**config.mk**
```make
export PLATFORM = sky130hd
export DESIGN_NAME = aspt_uart
export DESIGN_NICKNAME = d
export VERILOG_FILES = /design/src/rtl/aspt_pkg.sv /design/src/rtl/aspt_uart.sv
export SDC_FILE = /design/constraint.sdc
export NUM_CORES = 1
export LEC_CHECK = 0
export BUFFER_PORTS_ARGS = -buffer_cell sky130_fd_sc_hd__buf_2
export CAP_MARGIN = 20
export CORE_ASPECT_RATIO = 1.5
export CORE_MARGIN = 10
export CORE_UTILIZATION = 30
export DETAILED_ROUTE_END_ITERATION = 16
export PLACE_DENSITY_LB_ADDON = 0.2
export REMOVE_ABC_BUFFERS = 1
export SETUP_SLACK_MARGIN = 0.15
export SYNTH_ARGS = -nofsm -noshare
export SYNTH_HDL_FRONTEND = slang
export SYNTH_SLANG_ARGS = --single-unit
```
**constraint.sdc**
```tcl
create_clock -name clock -period 7.8 [get_ports clock]
set_input_delay 1.56 -clock clock [delete_from_list [all_inputs] [get_ports clock]]
set_output_delay 1.56 -clock clock [all_outputs]
set_load 0.02 [all_outputs]
```
**src/rtl/aspt_pkg.sv**
```systemverilog
/*
  Shared constants and carrier types for the second asynchronous serial port.
  Assumes one 40 MHz core clock and word-wide AHB-Lite register access.
*/
package aspt_pkg;

  // Register indices; byte address is four times the index
  localparam logic [11:0] FLAGS_IDX  = 12'hf98;
  localparam logic [11:0] HOLD_IDX   = 12'hf9a;
  localparam logic [11:0] CTRL_A_IDX = 12'hf9c;
  localparam logic [11:0] CTRL_B_IDX = 12'hf9e;

  // Status bits 1 and 0 read as zero
  localparam logic [7:0] FLAGS_RESET  = 8'h0c;
  localparam logic [7:0] HOLD_RESET   = 8'h00;
  localparam logic [7:0] CTRL_A_RESET = 8'h00;
  localparam logic [7:0] CTRL_B_RESET = 8'h00;

  // Rate codes and sub-bit clock divisors
  localparam logic [2:0] RATE_TIMER = 3'h6;
  localparam logic [8:0] DIV_CODE_0 = 9'h00d;
  localparam logic [8:0] DIV_CODE_1 = 9'h01a;
  localparam logic [8:0] DIV_CODE_2 = 9'h034;
  localparam logic [8:0] DIV_CODE_3 = 9'h068;
  localparam logic [8:0] DIV_CODE_4 = 9'h0d0;
  localparam logic [8:0] DIV_CODE_5 = 9'h1a0;
  localparam logic [8:0] DIV_CODE_7 = 9'h060;

  // Receive noise filter lengths in core clock periods
  localparam logic [6:0] FILTER_SHORT  = 7'h1f;
  localparam logic [6:0] FILTER_MEDIUM = 7'h3f;
  localparam logic [6:0] FILTER_LONG   = 7'h7f;

  // Sub-bit tick positions
  localparam logic [3:0] RT_SAMPLE_A = 4'h7;
  localparam logic [3:0] RT_SAMPLE_B = 4'h8;
  localparam logic [3:0] RT_SAMPLE_C = 4'h9;
  localparam logic [3:0] RT_LAST     = 4'hf;

  // Frame bit indices: 0 start, 1..8 data, then parity and stops
  localparam logic [3:0] BIT_PARITY  = 4'h9;
  localparam logic [3:0] BIT_LAST_MIN = 4'h9;

  typedef struct packed {
    logic       txEnableBit;
    logic       rxEnableBit;
    logic       txStopLength;
    logic       parityEven;
    logic       parityEnable;
    logic [2:0] rateSelect;
  } aspt_ctrl_a_t;

  typedef struct packed {
    logic [2:0] unusedHigh;
    logic [1:0] rxFilterSelect;
    logic [1:0] unusedLow;
    logic       rxStopLength;
  } aspt_ctrl_b_t;

  typedef struct packed {
    logic       parityErrorFlag;
    logic       framingErrorFlag;
    logic       overrunFlag;
    logic       rxFullFlag;
    logic       txFinishedFlag;
    logic       txBufferEmptyFlag;
    logic [1:0] unused;
  } aspt_flags_t;

endpackage

```
**src/rtl/aspt_uart.sv**
```systemverilog
/*
  Second asynchronous serial port: AHB-Lite register slave, rate generator,
  receive noise filter, majority-vote receiver and framed transmitter.
  Assumes synchronous pins, a word-only AHB master and a one-cycle
  timer pulse on rateTimerPulse when the timer rate is chosen.
*/
// How it works
// - Frames are one low start bit, eight data bits, optional parity, high stops.
// - Parity enable switches parity on; parity type picks even or odd.
// - Transmitter sends one or two stop bits per transmit stop length.
// - Rate code 110 takes the timer pulse as the sixteen-times sub-bit clock.
// - Codes 000 to 101 divide the core clock by 13 doubling up to 416.
// - Idle receiver samples the input at each rate tick looking for low.
// - Each bit is sampled at sub-bit ticks seven, eight and nine.
// - Bit value is the level seen in two or more of three samples.
// - Accepted holding write clears buffer-empty and starts the frame.
// - Frame start sets buffer-empty and pulses the transmit interrupt.
// - Output pin stays high when disabled and until a byte is written.
// - Holding write without a prior status read is ignored.
// - At the last stop bit's ninth-tick sample, data loads the receive buffer, sets full, pulses interrupt.
// - Clearing receive enable waits for the current frame to finish.
// - Parity error set when computed parity differs from received parity bit.
// - Framing error set when any stop bit is sampled low.
// - Frame arriving with buffer still full sets overrun and is discarded.
// - Error and full flags clear on buffer read following a status read.
// - Receiver does not start new frames while overrun is set.
// - Overrun set after the status read survives the next buffer read.
// - Status holds flags in bits 7 to 2, reset value 0000 11 then zeros.
// - Receive and transmit holding registers share one address.
// - Rate and parity settings serve both transmitter and receiver.
// - Disabling waits for the current transfer; unsent buffered data is dropped.
// - Filter settings 01, 10, 11 reject input pulses under 31, 63 or 127 core clocks; 00 passes the pin straight through.
// - Receiver expects one or two stops per its own receive stop length.
`timescale 1ns/1ps
module aspt_uart
  import aspt_pkg::*;
(
  // Clock and reset
  input  wire logic        clock,
  input  wire logic        reset_n,
  // AHB-Lite slave
  input  wire logic        hsel,
  input  wire logic [31:0] haddr,
  input  wire logic [1:0]  htrans,
  input  wire logic        hwrite,
  input  wire logic [2:0]  hsize,
  input  wire logic [31:0] hwdata,
  input  wire logic        hready,
  output logic             hreadyout,
  output logic             hresp,
  output logic      [31:0] hrdata,
  // Serial pins and timer rate input
  input  wire logic        serialInPin,
  output logic             serialOutPin,
  input  wire logic        rateTimerPulse,
  // Interrupt pulses to the system controller
  output logic             txIrq,
  output logic             rxIrq
);

  typedef enum logic {RX_IDLE, RX_FRAME} aspt_rx_state_t;
  typedef enum logic {TX_IDLE, TX_FRAME} aspt_tx_state_t;

  // Bus and register state
  aspt_ctrl_a_t ctrlA, next_ctrlA;
  aspt_ctrl_b_t ctrlB, next_ctrlB;
  aspt_flags_t  flags;
  logic [31:0]  next_hrdata;
  logic         wrPend, next_wrPend;
  logic [11:0]  wrIdx, next_wrIdx;
  logic         armed, next_armed;
  logic         armedOverrun, next_armedOverrun;
  logic         accept;
  logic         addrOk;
  logic [11:0]  addrIdx;
  logic         rdFlags;
  logic         rdHold;
  logic         wrHold;
  logic         clearRx;

  // Rate and filter state
  logic [8:0]   divCount, next_divCount;
  logic [8:0]   divLimit;
  logic         tick, next_tick;
  logic         rxLevel, next_rxLevel;
  logic [6:0]   fltCount, next_fltCount;
  logic [6:0]   fltLimit;

  // Receiver state
  aspt_rx_state_t rxState, next_rxState;
  logic [3:0]   rxRt, next_rxRt;
  logic [3:0]   rxBit, next_rxBit;
  logic [1:0]   votes, next_votes;
  logic [7:0]   rxShift, next_rxShift;
  logic         rxParity, next_rxParity;
  logic         stopBad, next_stopBad;
  logic [7:0]   rxHold, next_rxHold;
  logic         parity_error_flag, next_parity_error_flag;
  logic         framing_error_flag, next_framing_error_flag;
  logic         oerr, next_oerr;
  logic         full, next_full;
  logic         next_rxIrq;
  logic [3:0]   rxLastBit;
  logic [2:0]   voteSum;
  logic         bitVal;
  logic         expectParity;

  // Transmitter state
  aspt_tx_state_t txState, next_txState;
  logic [7:0]   txHold, next_txHold;
  logic         txPending, next_txPending;
  logic [7:0]   txShift, next_txShift;
  logic [3:0]   txBit, next_txBit;
  logic [3:0]   txRt, next_txRt;
  logic [3:0]   txLast, next_txLast;
  logic         txParBit, next_txParBit;
  logic         tx_buffer_empty_flag, next_tx_buffer_empty_flag;
  logic         tx_finished_flag, next_tx_finished_flag;
  logic         next_txIrq;
  logic         next_serialOutPin;

  assign flags = '{parityErrorFlag: parity_error_flag, framingErrorFlag: framing_error_flag, overrunFlag: oerr,
                   rxFullFlag: full, txFinishedFlag: tx_finished_flag, txBufferEmptyFlag: tx_buffer_empty_flag,
                   unused: 2'h0};

  // Zero-wait slave; every transfer answers OKAY
  assign hreadyout = 1'b1;
  assign hresp     = 1'b0;

  always_comb
  begin
    addrIdx = haddr[13:2];
    addrOk  = (haddr[31:14] == 18'h00000) && (haddr[1:0] == 2'h0);
    accept  = hsel && htrans[1] && hready && addrOk;
    rdFlags = accept && !hwrite && (addrIdx == FLAGS_IDX);
    rdHold  = accept && !hwrite && (addrIdx == HOLD_IDX);
    wrHold  = wrPend && (wrIdx == HOLD_IDX);
    clearRx = rdHold && armed;
    next_wrPend = accept && hwrite;
    next_wrIdx  = addrIdx;
    next_hrdata = 32'h00000000;
    if (accept && !hwrite)
    begin
      case (addrIdx)
        FLAGS_IDX:  next_hrdata = {24'h000000, flags};
        HOLD_IDX:   next_hrdata = {24'h000000, rxHold};
        CTRL_A_IDX: next_hrdata = {24'h000000, ctrlA};
        CTRL_B_IDX: next_hrdata = {24'h000000, ctrlB};
        default:    next_hrdata = 32'h00000000;
      endcase
    end
    next_ctrlA = ctrlA;
    next_ctrlB = ctrlB;
    if (wrPend && (wrIdx == CTRL_A_IDX))
    begin
      next_ctrlA = hwdata[7:0];
    end
    if (wrPend && (wrIdx == CTRL_B_IDX))
    begin
      next_ctrlB = hwdata[7:0];
    end
    // A status read arms one following holding access
    next_armed        = armed;
    next_armedOverrun = armedOverrun;
    if (rdFlags)
    begin
      next_armed        = 1'b1;
      next_armedOverrun = oerr;
    end
    else if (rdHold || wrHold)
    begin
      next_armed        = 1'b0;
      next_armedOverrun = 1'b0;
    end
  end

  always_ff @(posedge clock or negedge reset_n)
  begin
    if (!reset_n)
    begin
      hrdata       <= 32'h00000000;
      wrPend       <= 1'b0;
      wrIdx        <= 12'h000;
      ctrlA        <= CTRL_A_RESET;
      ctrlB        <= CTRL_B_RESET;
      armed        <= 1'b0;
      armedOverrun <= 1'b0;
    end
    else
    begin
      hrdata       <= next_hrdata;
      wrPend       <= next_wrPend;
      wrIdx        <= next_wrIdx;
      ctrlA        <= next_ctrlA;
      ctrlB        <= next_ctrlB;
      armed        <= next_armed;
      armedOverrun <= next_armedOverrun;
    end
  end

  // One tick source feeds both directions
  always_comb
  begin
    case (ctrlA.rateSelect)
      3'h0:    divLimit = DIV_CODE_0;
      3'h1:    divLimit = DIV_CODE_1;
      3'h2:    divLimit = DIV_CODE_2;
      3'h3:    divLimit = DIV_CODE_3;
      3'h4:    divLimit = DIV_CODE_4;
      3'h5:    divLimit = DIV_CODE_5;
      default: divLimit = DIV_CODE_7;
    endcase
    case (ctrlB.rxFilterSelect)
      2'h1:    fltLimit = FILTER_SHORT;
      2'h2:    fltLimit = FILTER_MEDIUM;
      default: fltLimit = FILTER_LONG;
    endcase
    next_divCount = divCount + 9'h001;
    next_tick     = 1'b0;
    if (ctrlA.rateSelect == RATE_TIMER)
    begin
      next_divCount = 9'h000;
      next_tick     = rateTimerPulse;
    end
    else if (divCount >= divLimit - 9'h001)
    begin
      next_divCount = 9'h000;
      next_tick     = 1'b1;
    end
    // Level must hold a full filter span before it is believed
    next_rxLevel  = rxLevel;
    next_fltCount = 7'h00;
    if (ctrlB.rxFilterSelect == 2'h0)
    begin
      next_rxLevel = serialInPin;
    end
    else if (serialInPin != rxLevel)
    begin
      if (fltCount >= fltLimit - 7'h01)
      begin
        next_rxLevel = serialInPin;
      end
      else
      begin
        next_fltCount = fltCount + 7'h01;
      end
    end
  end

  always_ff @(posedge clock or negedge reset_n)
  begin
    if (!reset_n)
    begin
      divCount <= 9'h000;
      tick     <= 1'b0;
      rxLevel  <= 1'b1;
      fltCount <= 7'h00;
    end
    else
    begin
      divCount <= next_divCount;
      tick     <= next_tick;
      rxLevel  <= next_rxLevel;
      fltCount <= next_fltCount;
    end
  end

  // Receiver
  always_comb
  begin
    rxLastBit    = BIT_LAST_MIN + {3'h0, ctrlA.parityEnable} + {3'h0, ctrlB.rxStopLength};
    voteSum      = {1'b0, votes} + {2'h0, rxLevel};
    bitVal       = voteSum >= 3'h2;
    expectParity = ctrlA.parityEven ? ^rxShift : ~^rxShift;
    next_rxState  = rxState;
    next_rxRt     = rxRt;
    next_rxBit    = rxBit;
    next_votes    = votes;
    next_rxShift  = rxShift;
    next_rxParity = rxParity;
    next_stopBad  = stopBad;
    next_rxHold   = rxHold;
    next_rxIrq    = 1'b0;
    next_parity_error_flag     = clearRx ? 1'b0 : parity_error_flag;
    next_framing_error_flag     = clearRx ? 1'b0 : framing_error_flag;
    next_full     = clearRx ? 1'b0 : full;
    next_oerr     = (clearRx && armedOverrun) ? 1'b0 : oerr;
    case (rxState)
      RX_IDLE:
      begin
        // Enable is looked at only between frames
        if (tick && !rxLevel && ctrlA.rxEnableBit && !oerr)
        begin
          next_rxState = RX_FRAME;
          next_rxRt    = 4'h1;
          next_rxBit   = 4'h0;
          next_stopBad = 1'b0;
        end
      end
      RX_FRAME:
      begin
        if (tick)
        begin
          next_rxRt = rxRt + 4'h1;
          if (rxRt == RT_LAST)
          begin
            next_rxBit = rxBit + 4'h1;
          end
          if (rxRt == RT_SAMPLE_A)
          begin
            next_votes = {1'b0, rxLevel};
          end
          else if (rxRt == RT_SAMPLE_B)
          begin
            next_votes = votes + {1'b0, rxLevel};
          end
          else if (rxRt == RT_SAMPLE_C)
          begin
            if (rxBit == 4'h0)
            begin
              // Glitch shorter than half a bit is not a start
              if (bitVal)
              begin
                next_rxState = RX_IDLE;
              end
            end
            else if (rxBit <= 4'h8)
            begin
              next_rxShift = {bitVal, rxShift[7:1]};
            end
            else if ((rxBit == BIT_PARITY) && ctrlA.parityEnable)
            begin
              next_rxParity = bitVal;
            end
            else if (!bitVal)
            begin
              next_stopBad = 1'b1;
            end
            if (rxBit == rxLastBit)
            begin
              next_rxState = RX_IDLE;
              if (full && !clearRx)
              begin
                next_oerr = 1'b1;
              end
              else
              begin
                next_rxHold = rxShift;
                next_full   = 1'b1;
                next_rxIrq  = 1'b1;
                next_parity_error_flag   = ctrlA.parityEnable && (rxParity != expectParity);
                next_framing_error_flag   = stopBad || !bitVal;
              end
            end
          end
        end
      end
      default: next_rxState = RX_IDLE;
    endcase
  end

  always_ff @(posedge clock or negedge reset_n)
  begin
    if (!reset_n)
    begin
      rxState  <= RX_IDLE;
      rxRt     <= 4'h0;
      rxBit    <= 4'h0;
      votes    <= 2'h0;
      rxShift  <= 8'h00;
      rxParity <= 1'b0;
      stopBad  <= 1'b0;
      rxHold   <= HOLD_RESET;
      parity_error_flag     <= FLAGS_RESET[7];
      framing_error_flag     <= FLAGS_RESET[6];
      oerr     <= FLAGS_RESET[5];
      full     <= FLAGS_RESET[4];
      rxIrq    <= 1'b0;
    end
    else
    begin
      rxState  <= next_rxState;
      rxRt     <= next_rxRt;
      rxBit    <= next_rxBit;
      votes    <= next_votes;
      rxShift  <= next_rxShift;
      rxParity <= next_rxParity;
      stopBad  <= next_stopBad;
      rxHold   <= next_rxHold;
      parity_error_flag     <= next_parity_error_flag;
      framing_error_flag     <= next_framing_error_flag;
      oerr     <= next_oerr;
      full     <= next_full;
      rxIrq    <= next_rxIrq;
    end
  end

  // Transmitter
  always_comb
  begin
    next_txState   = txState;
    next_txHold    = txHold;
    next_txPending = txPending;
    next_txShift   = txShift;
    next_txBit     = txBit;
    next_txRt      = txRt;
    next_txLast    = txLast;
    next_txParBit  = txParBit;
    next_tx_buffer_empty_flag      = tx_buffer_empty_flag;
    next_tx_finished_flag      = tx_finished_flag;
    next_txIrq     = 1'b0;
    case (txState)
      TX_IDLE:
      begin
        if (txPending && ctrlA.txEnableBit)
        begin
          next_txState   = TX_FRAME;
          next_txShift   = txHold;
          next_txPending = 1'b0;
          next_txBit     = 4'h0;
          next_txRt      = 4'h0;
          next_txLast    = BIT_LAST_MIN + {3'h0, ctrlA.parityEnable} + {3'h0, ctrlA.txStopLength};
          next_txParBit  = ctrlA.parityEven ? ^txHold : ~^txHold;
          next_tx_buffer_empty_flag      = 1'b1;
          next_tx_finished_flag      = 1'b0;
          next_txIrq     = 1'b1;
        end
        else if (!ctrlA.txEnableBit && txPending)
        begin
          next_txPending = 1'b0;
          next_tx_buffer_empty_flag      = 1'b1;
        end
      end
      TX_FRAME:
      begin
        // Disable is not checked here so the frame always completes
        if (tick)
        begin
          next_txRt = txRt + 4'h1;
          if (txRt == RT_LAST)
          begin
            next_txBit = txBit + 4'h1;
            if ((txBit >= 4'h1) && (txBit <= 4'h8))
            begin
              next_txShift = {1'b0, txShift[7:1]};
            end
            if (txBit == txLast)
            begin
              next_txState = TX_IDLE;
              next_tx_finished_flag    = !txPending;
            end
          end
        end
      end
      default: next_txState = TX_IDLE;
    endcase
    // Unarmed writes fall on the floor
    if (wrHold && armed)
    begin
      next_txHold    = hwdata[7:0];
      next_txPending = 1'b1;
      next_tx_buffer_empty_flag      = 1'b0;
    end
    next_serialOutPin = 1'b1;
    if (txState == TX_FRAME)
    begin
      if (txBit == 4'h0)
      begin
        next_serialOutPin = 1'b0;
      end
      else if (txBit <= 4'h8)
      begin
        next_serialOutPin = txShift[0];
      end
      else if ((txBit == BIT_PARITY) && ctrlA.parityEnable)
      begin
        next_serialOutPin = txParBit;
      end
    end
  end

  always_ff @(posedge clock or negedge reset_n)
  begin
    if (!reset_n)
    begin
      txState      <= TX_IDLE;
      txHold       <= HOLD_RESET;
      txPending    <= 1'b0;
      txShift      <= 8'h00;
      txBit        <= 4'h0;
      txRt         <= 4'h0;
      txLast       <= BIT_LAST_MIN;
      txParBit     <= 1'b0;
      tx_buffer_empty_flag         <= FLAGS_RESET[2];
      tx_finished_flag         <= FLAGS_RESET[3];
      txIrq        <= 1'b0;
      serialOutPin <= 1'b1;
    end
    else
    begin
      txState      <= next_txState;
      txHold       <= next_txHold;
      txPending    <= next_txPending;
      txShift      <= next_txShift;
      txBit        <= next_txBit;
      txRt         <= next_txRt;
      txLast       <= next_txLast;
      txParBit     <= next_txParBit;
      tx_buffer_empty_flag         <= next_tx_buffer_empty_flag;
      tx_finished_flag         <= next_tx_finished_flag;
      txIrq        <= next_txIrq;
      serialOutPin <= next_serialOutPin;
    end
  end

endmodule

```
==> results by group <==
Clock tree
  – Clock Sinks: 125
  – Root buffer cell: clkbuf_16
  – Worst-Skew Late Latency: 0.43 ns
  – Clock Path Buffers: 2
  – PostCTS Resize Cnt: 0
  – # hold bufs at CTS: 0
  – TritonCTS clock tree: done
  – Clock transition at path regs: 0.05 ns
  – Htree depth: 4
  – Cts bufs inserted: 17
  – Postcts setup bufs: 0

Synthesis
  – Top FF cell, synth: dfrtp_1
  – Yosys top cell area share: 47.3%
  – Mapped Area: 0.00635 sq mm
  – Cell count after synthesis: 578
  – Ys async rst share: 100%
  – Synthesized area per cell: 11.0 sq um
  – Post-synthesis compound-gate area fraction: 7.40%
  – Synth unique cells: between 50 and 60
  – Post-synthesis sequential area ratio: 49.3%
  – Commonest cells post-synth: dfrtp_1 (120), nand2_1 (55), o21ai_0 (38), ha_1 (34), nor2_1 (34)
  – Post-synthesis mux area share: a little under an eighth
  – Synth Warn #: 0
  – Post-Synth Simple-Gate Area: 13.5%
  – Number of flops mapped to enable cells by yosys: 0
  – Area leader, netlist: dfrtp_1
  – Synth Area in Adders: 6.70%
  – Ranking of synthesized cells by area: dfrtp_1 (47%), ha_1 (6.7%), mux2_2 (5.8%)
  – Synth Area in XOR/XNOR: 5.51%
  – #FFs+latches synth: about 130
  – Largest family of logic cells by synthesized area: simple AND/OR/NAND/NOR gates
  – Count leader, synth: dfrtp_1

Setup path
  – CP delay by family, top: simple AND/OR/NAND/NOR gates
  – Crit-path max FO: 11
  – WP buf/inv: 1
  – Crit start category: input pin
  – Crit-path max cell delay: 0.67 ns
  – Reg-to-reg slack, setup: 4.43 ns
  – Crit path arrival time: 3.73 ns
  – Critical Path RT: 8.10 ns
  – CP cell instances: buf_2 > nor4_2 > nand4_1 > or4_4 > o21ai_4 > nand3_2 > mux2_4
  – WS Path Type: input pin to flop
  – Crit end category: flop
  – Crit path max-delay cell type: or4_4

GRT
  – Met3 usage: 3.93%
  – GRT Overall Usage: 10.9%
  – Met2 Use GR: 19.1%
  – Global-route wire length before repair: 24.1 mm
  – M1 GR Usage: 11.4%
  – Busiest grt layer: met2
  – Total grt overflow: 0
  – Largest net degree at the start of global routing: 79
  – Vias in the first global route: 4772
  – Initial antenna violation count: 0

Power
  – Switching Power: 345 uW
  – Combinational cell fraction of total power: between 4 and 5%
  – Clock Power Share: a little over half
  – Reg power frac: 40.9%
  – Leakage Power: 0.00351 uW
  – Maximum VDD drop: 0.115 mV
  – Int Pwr: 1300 uW
  – Tot Pwr: 1640 uW
  – Sw Share: 21.0%
  – Pwr dens: 219 mW/mm^2

Placement
  – Port bufs: just under 60
  – Final Wtd Congestion: 0.763
  – DP HPWL: ~11 mm

Hold path
  – Worst Hold Class: flop to flop

Finish
  – Ratio of cells with drive above 1 in the final layout: 22.9%
  – Layout Area Growth over Synthesis: 18.3%
  – Max reg flops: 12
  – Nets: 749
  – Largest Register: wrIdx
  – Top flop regs: wrIdx: 12 flops, divCount: 9 flops
  – ANT cells: 0

STA
  – Post-route clock period utilization: 44.0%
  – Fin crit period: 3.43 ns
  – Max-slew headroom: between 40 and 50%
  – Clock skew: 0.0128 ns
  – Final hold slack: 0.483 ns
  – Max Fclk: 291 MHz
  – Slew Limit Fails: 0
  – Final setup viols: 0
  – Post-route setup TNS: 0 ns
  – RSZ-0062 raised after global routing: no
  – Worst Tran Pin Value: around 0.80 ns
  – Hold Fails Final Rpt: 0

Floorplanning
  – Die area: 0.0275 sq mm
  – Die Y: 198 um
  – Core area: between 0.02 and 0.025 sq mm
  – Starting Density: 30.3%
  – Die Width: roughly 140 um
  – Site row count: 65
  – IO Pins: roughly 110

Drt
  – Drt first pass iters: 4
  – Routed vias: 4284
  – WL/cell: 15.5 um
  – 1st-iter DRT viols: 223
  – Post-Route WL: between 10 and 15 mm
  – DRC violations left: 0
  – Antenna Violating Nets Remaining: 0
  – Vias per cell: 4.66

Flow run
  – Maxcap violations: 0

Run status
  – Outcome: completed
[path summary, 6_finish.rpt]
path	from	to	cells after the start
min in group asynchronous	reset_n	divCount[3]	1
setup / recovery	haddr[23]	rxHold[1]	7
hold / removal	txParBit	txParBit	2
max in group asynchronous	reset_n	armed	3
hold reg to reg	txParBit	txParBit	2
setup reg to reg	ctrlA[1]	tick	12
[worst reg2reg max path, delay by kind of cell (launching register included)]
family	cells	cell delay (ns)
and+or+nand+nor	2	0.38
AOI/OAI and AO/OA	5	1.36
adders and majority gates	2	0.56
xor gates and xnor gates	1	0.11
buffers and inverters	2	0.44
DFF	1	0.46
[power by group through the flow]
stage                     clock, uW  sequential, uW  combinational [uW]
after CTS                       912             673                81.3
final                           891             673                81.1
after global placement            0             683                78.9
after detailed placement          0             684                81.0
after global routing            944             674                92.6
after floorplan                   0             681                43.0
[cell families after synthesis]
kind of cell / after synthesis
other cells: 2
fa+ha+maj: 34
compound gates: 79
xor+xnor: 40
simple gates: 169
buf+inv: 70
mux: 59
flops: 125
[layout by cell type (no fill, tap or decap), types with 17 or more instances in the layout]
cell / instances
clkbuf_16: 17
ha_1: 34
nand3_1: 21
conb_1: 26
mux2_2: 33
inv_1: 26
o21ai_0: 38
nor2_1: 34
buf_2: 57
xnor2_1: 24
dfrtp_1: 120
nand2_1: 55
[cell type report]
class | count | area, sq um
Inverter | 26 | 97.6
Clock inverter | 12 | 216
Fill cell | 2101 | 13500
Sequential cell | 125 | 3130
Clock buffer | 20 | 447
Tap cell | 268 | 335
Multi-Input combinational cell | 407 | 2940
Timing Repair Buffer | 62 | 343
[routing by layer]
layer | routed length (um) | vias to the layer above
li1 | - | 2063
met1 | 5750 | 2102
met2 | 7450 | 104
met3 | 783 | 15
met4 | 259 | 0
met5 | 0 | -
[metrics by stage]
step	cell area, sq um	std cells	utilization (%)	worst slack [ns]
2_1_floorplan	6170	558	-	4.33
3_3_place_gp	6820	887	32.5	3.89
3_5_place_dp	6820	887	32.5	3.88
4_1_cts	7490	919	35.7	4.34
5_1_grt	7510	920	35.8	4.11
6_report	7510	920	35.8	4.37
(Power assumes the default switching activity.)
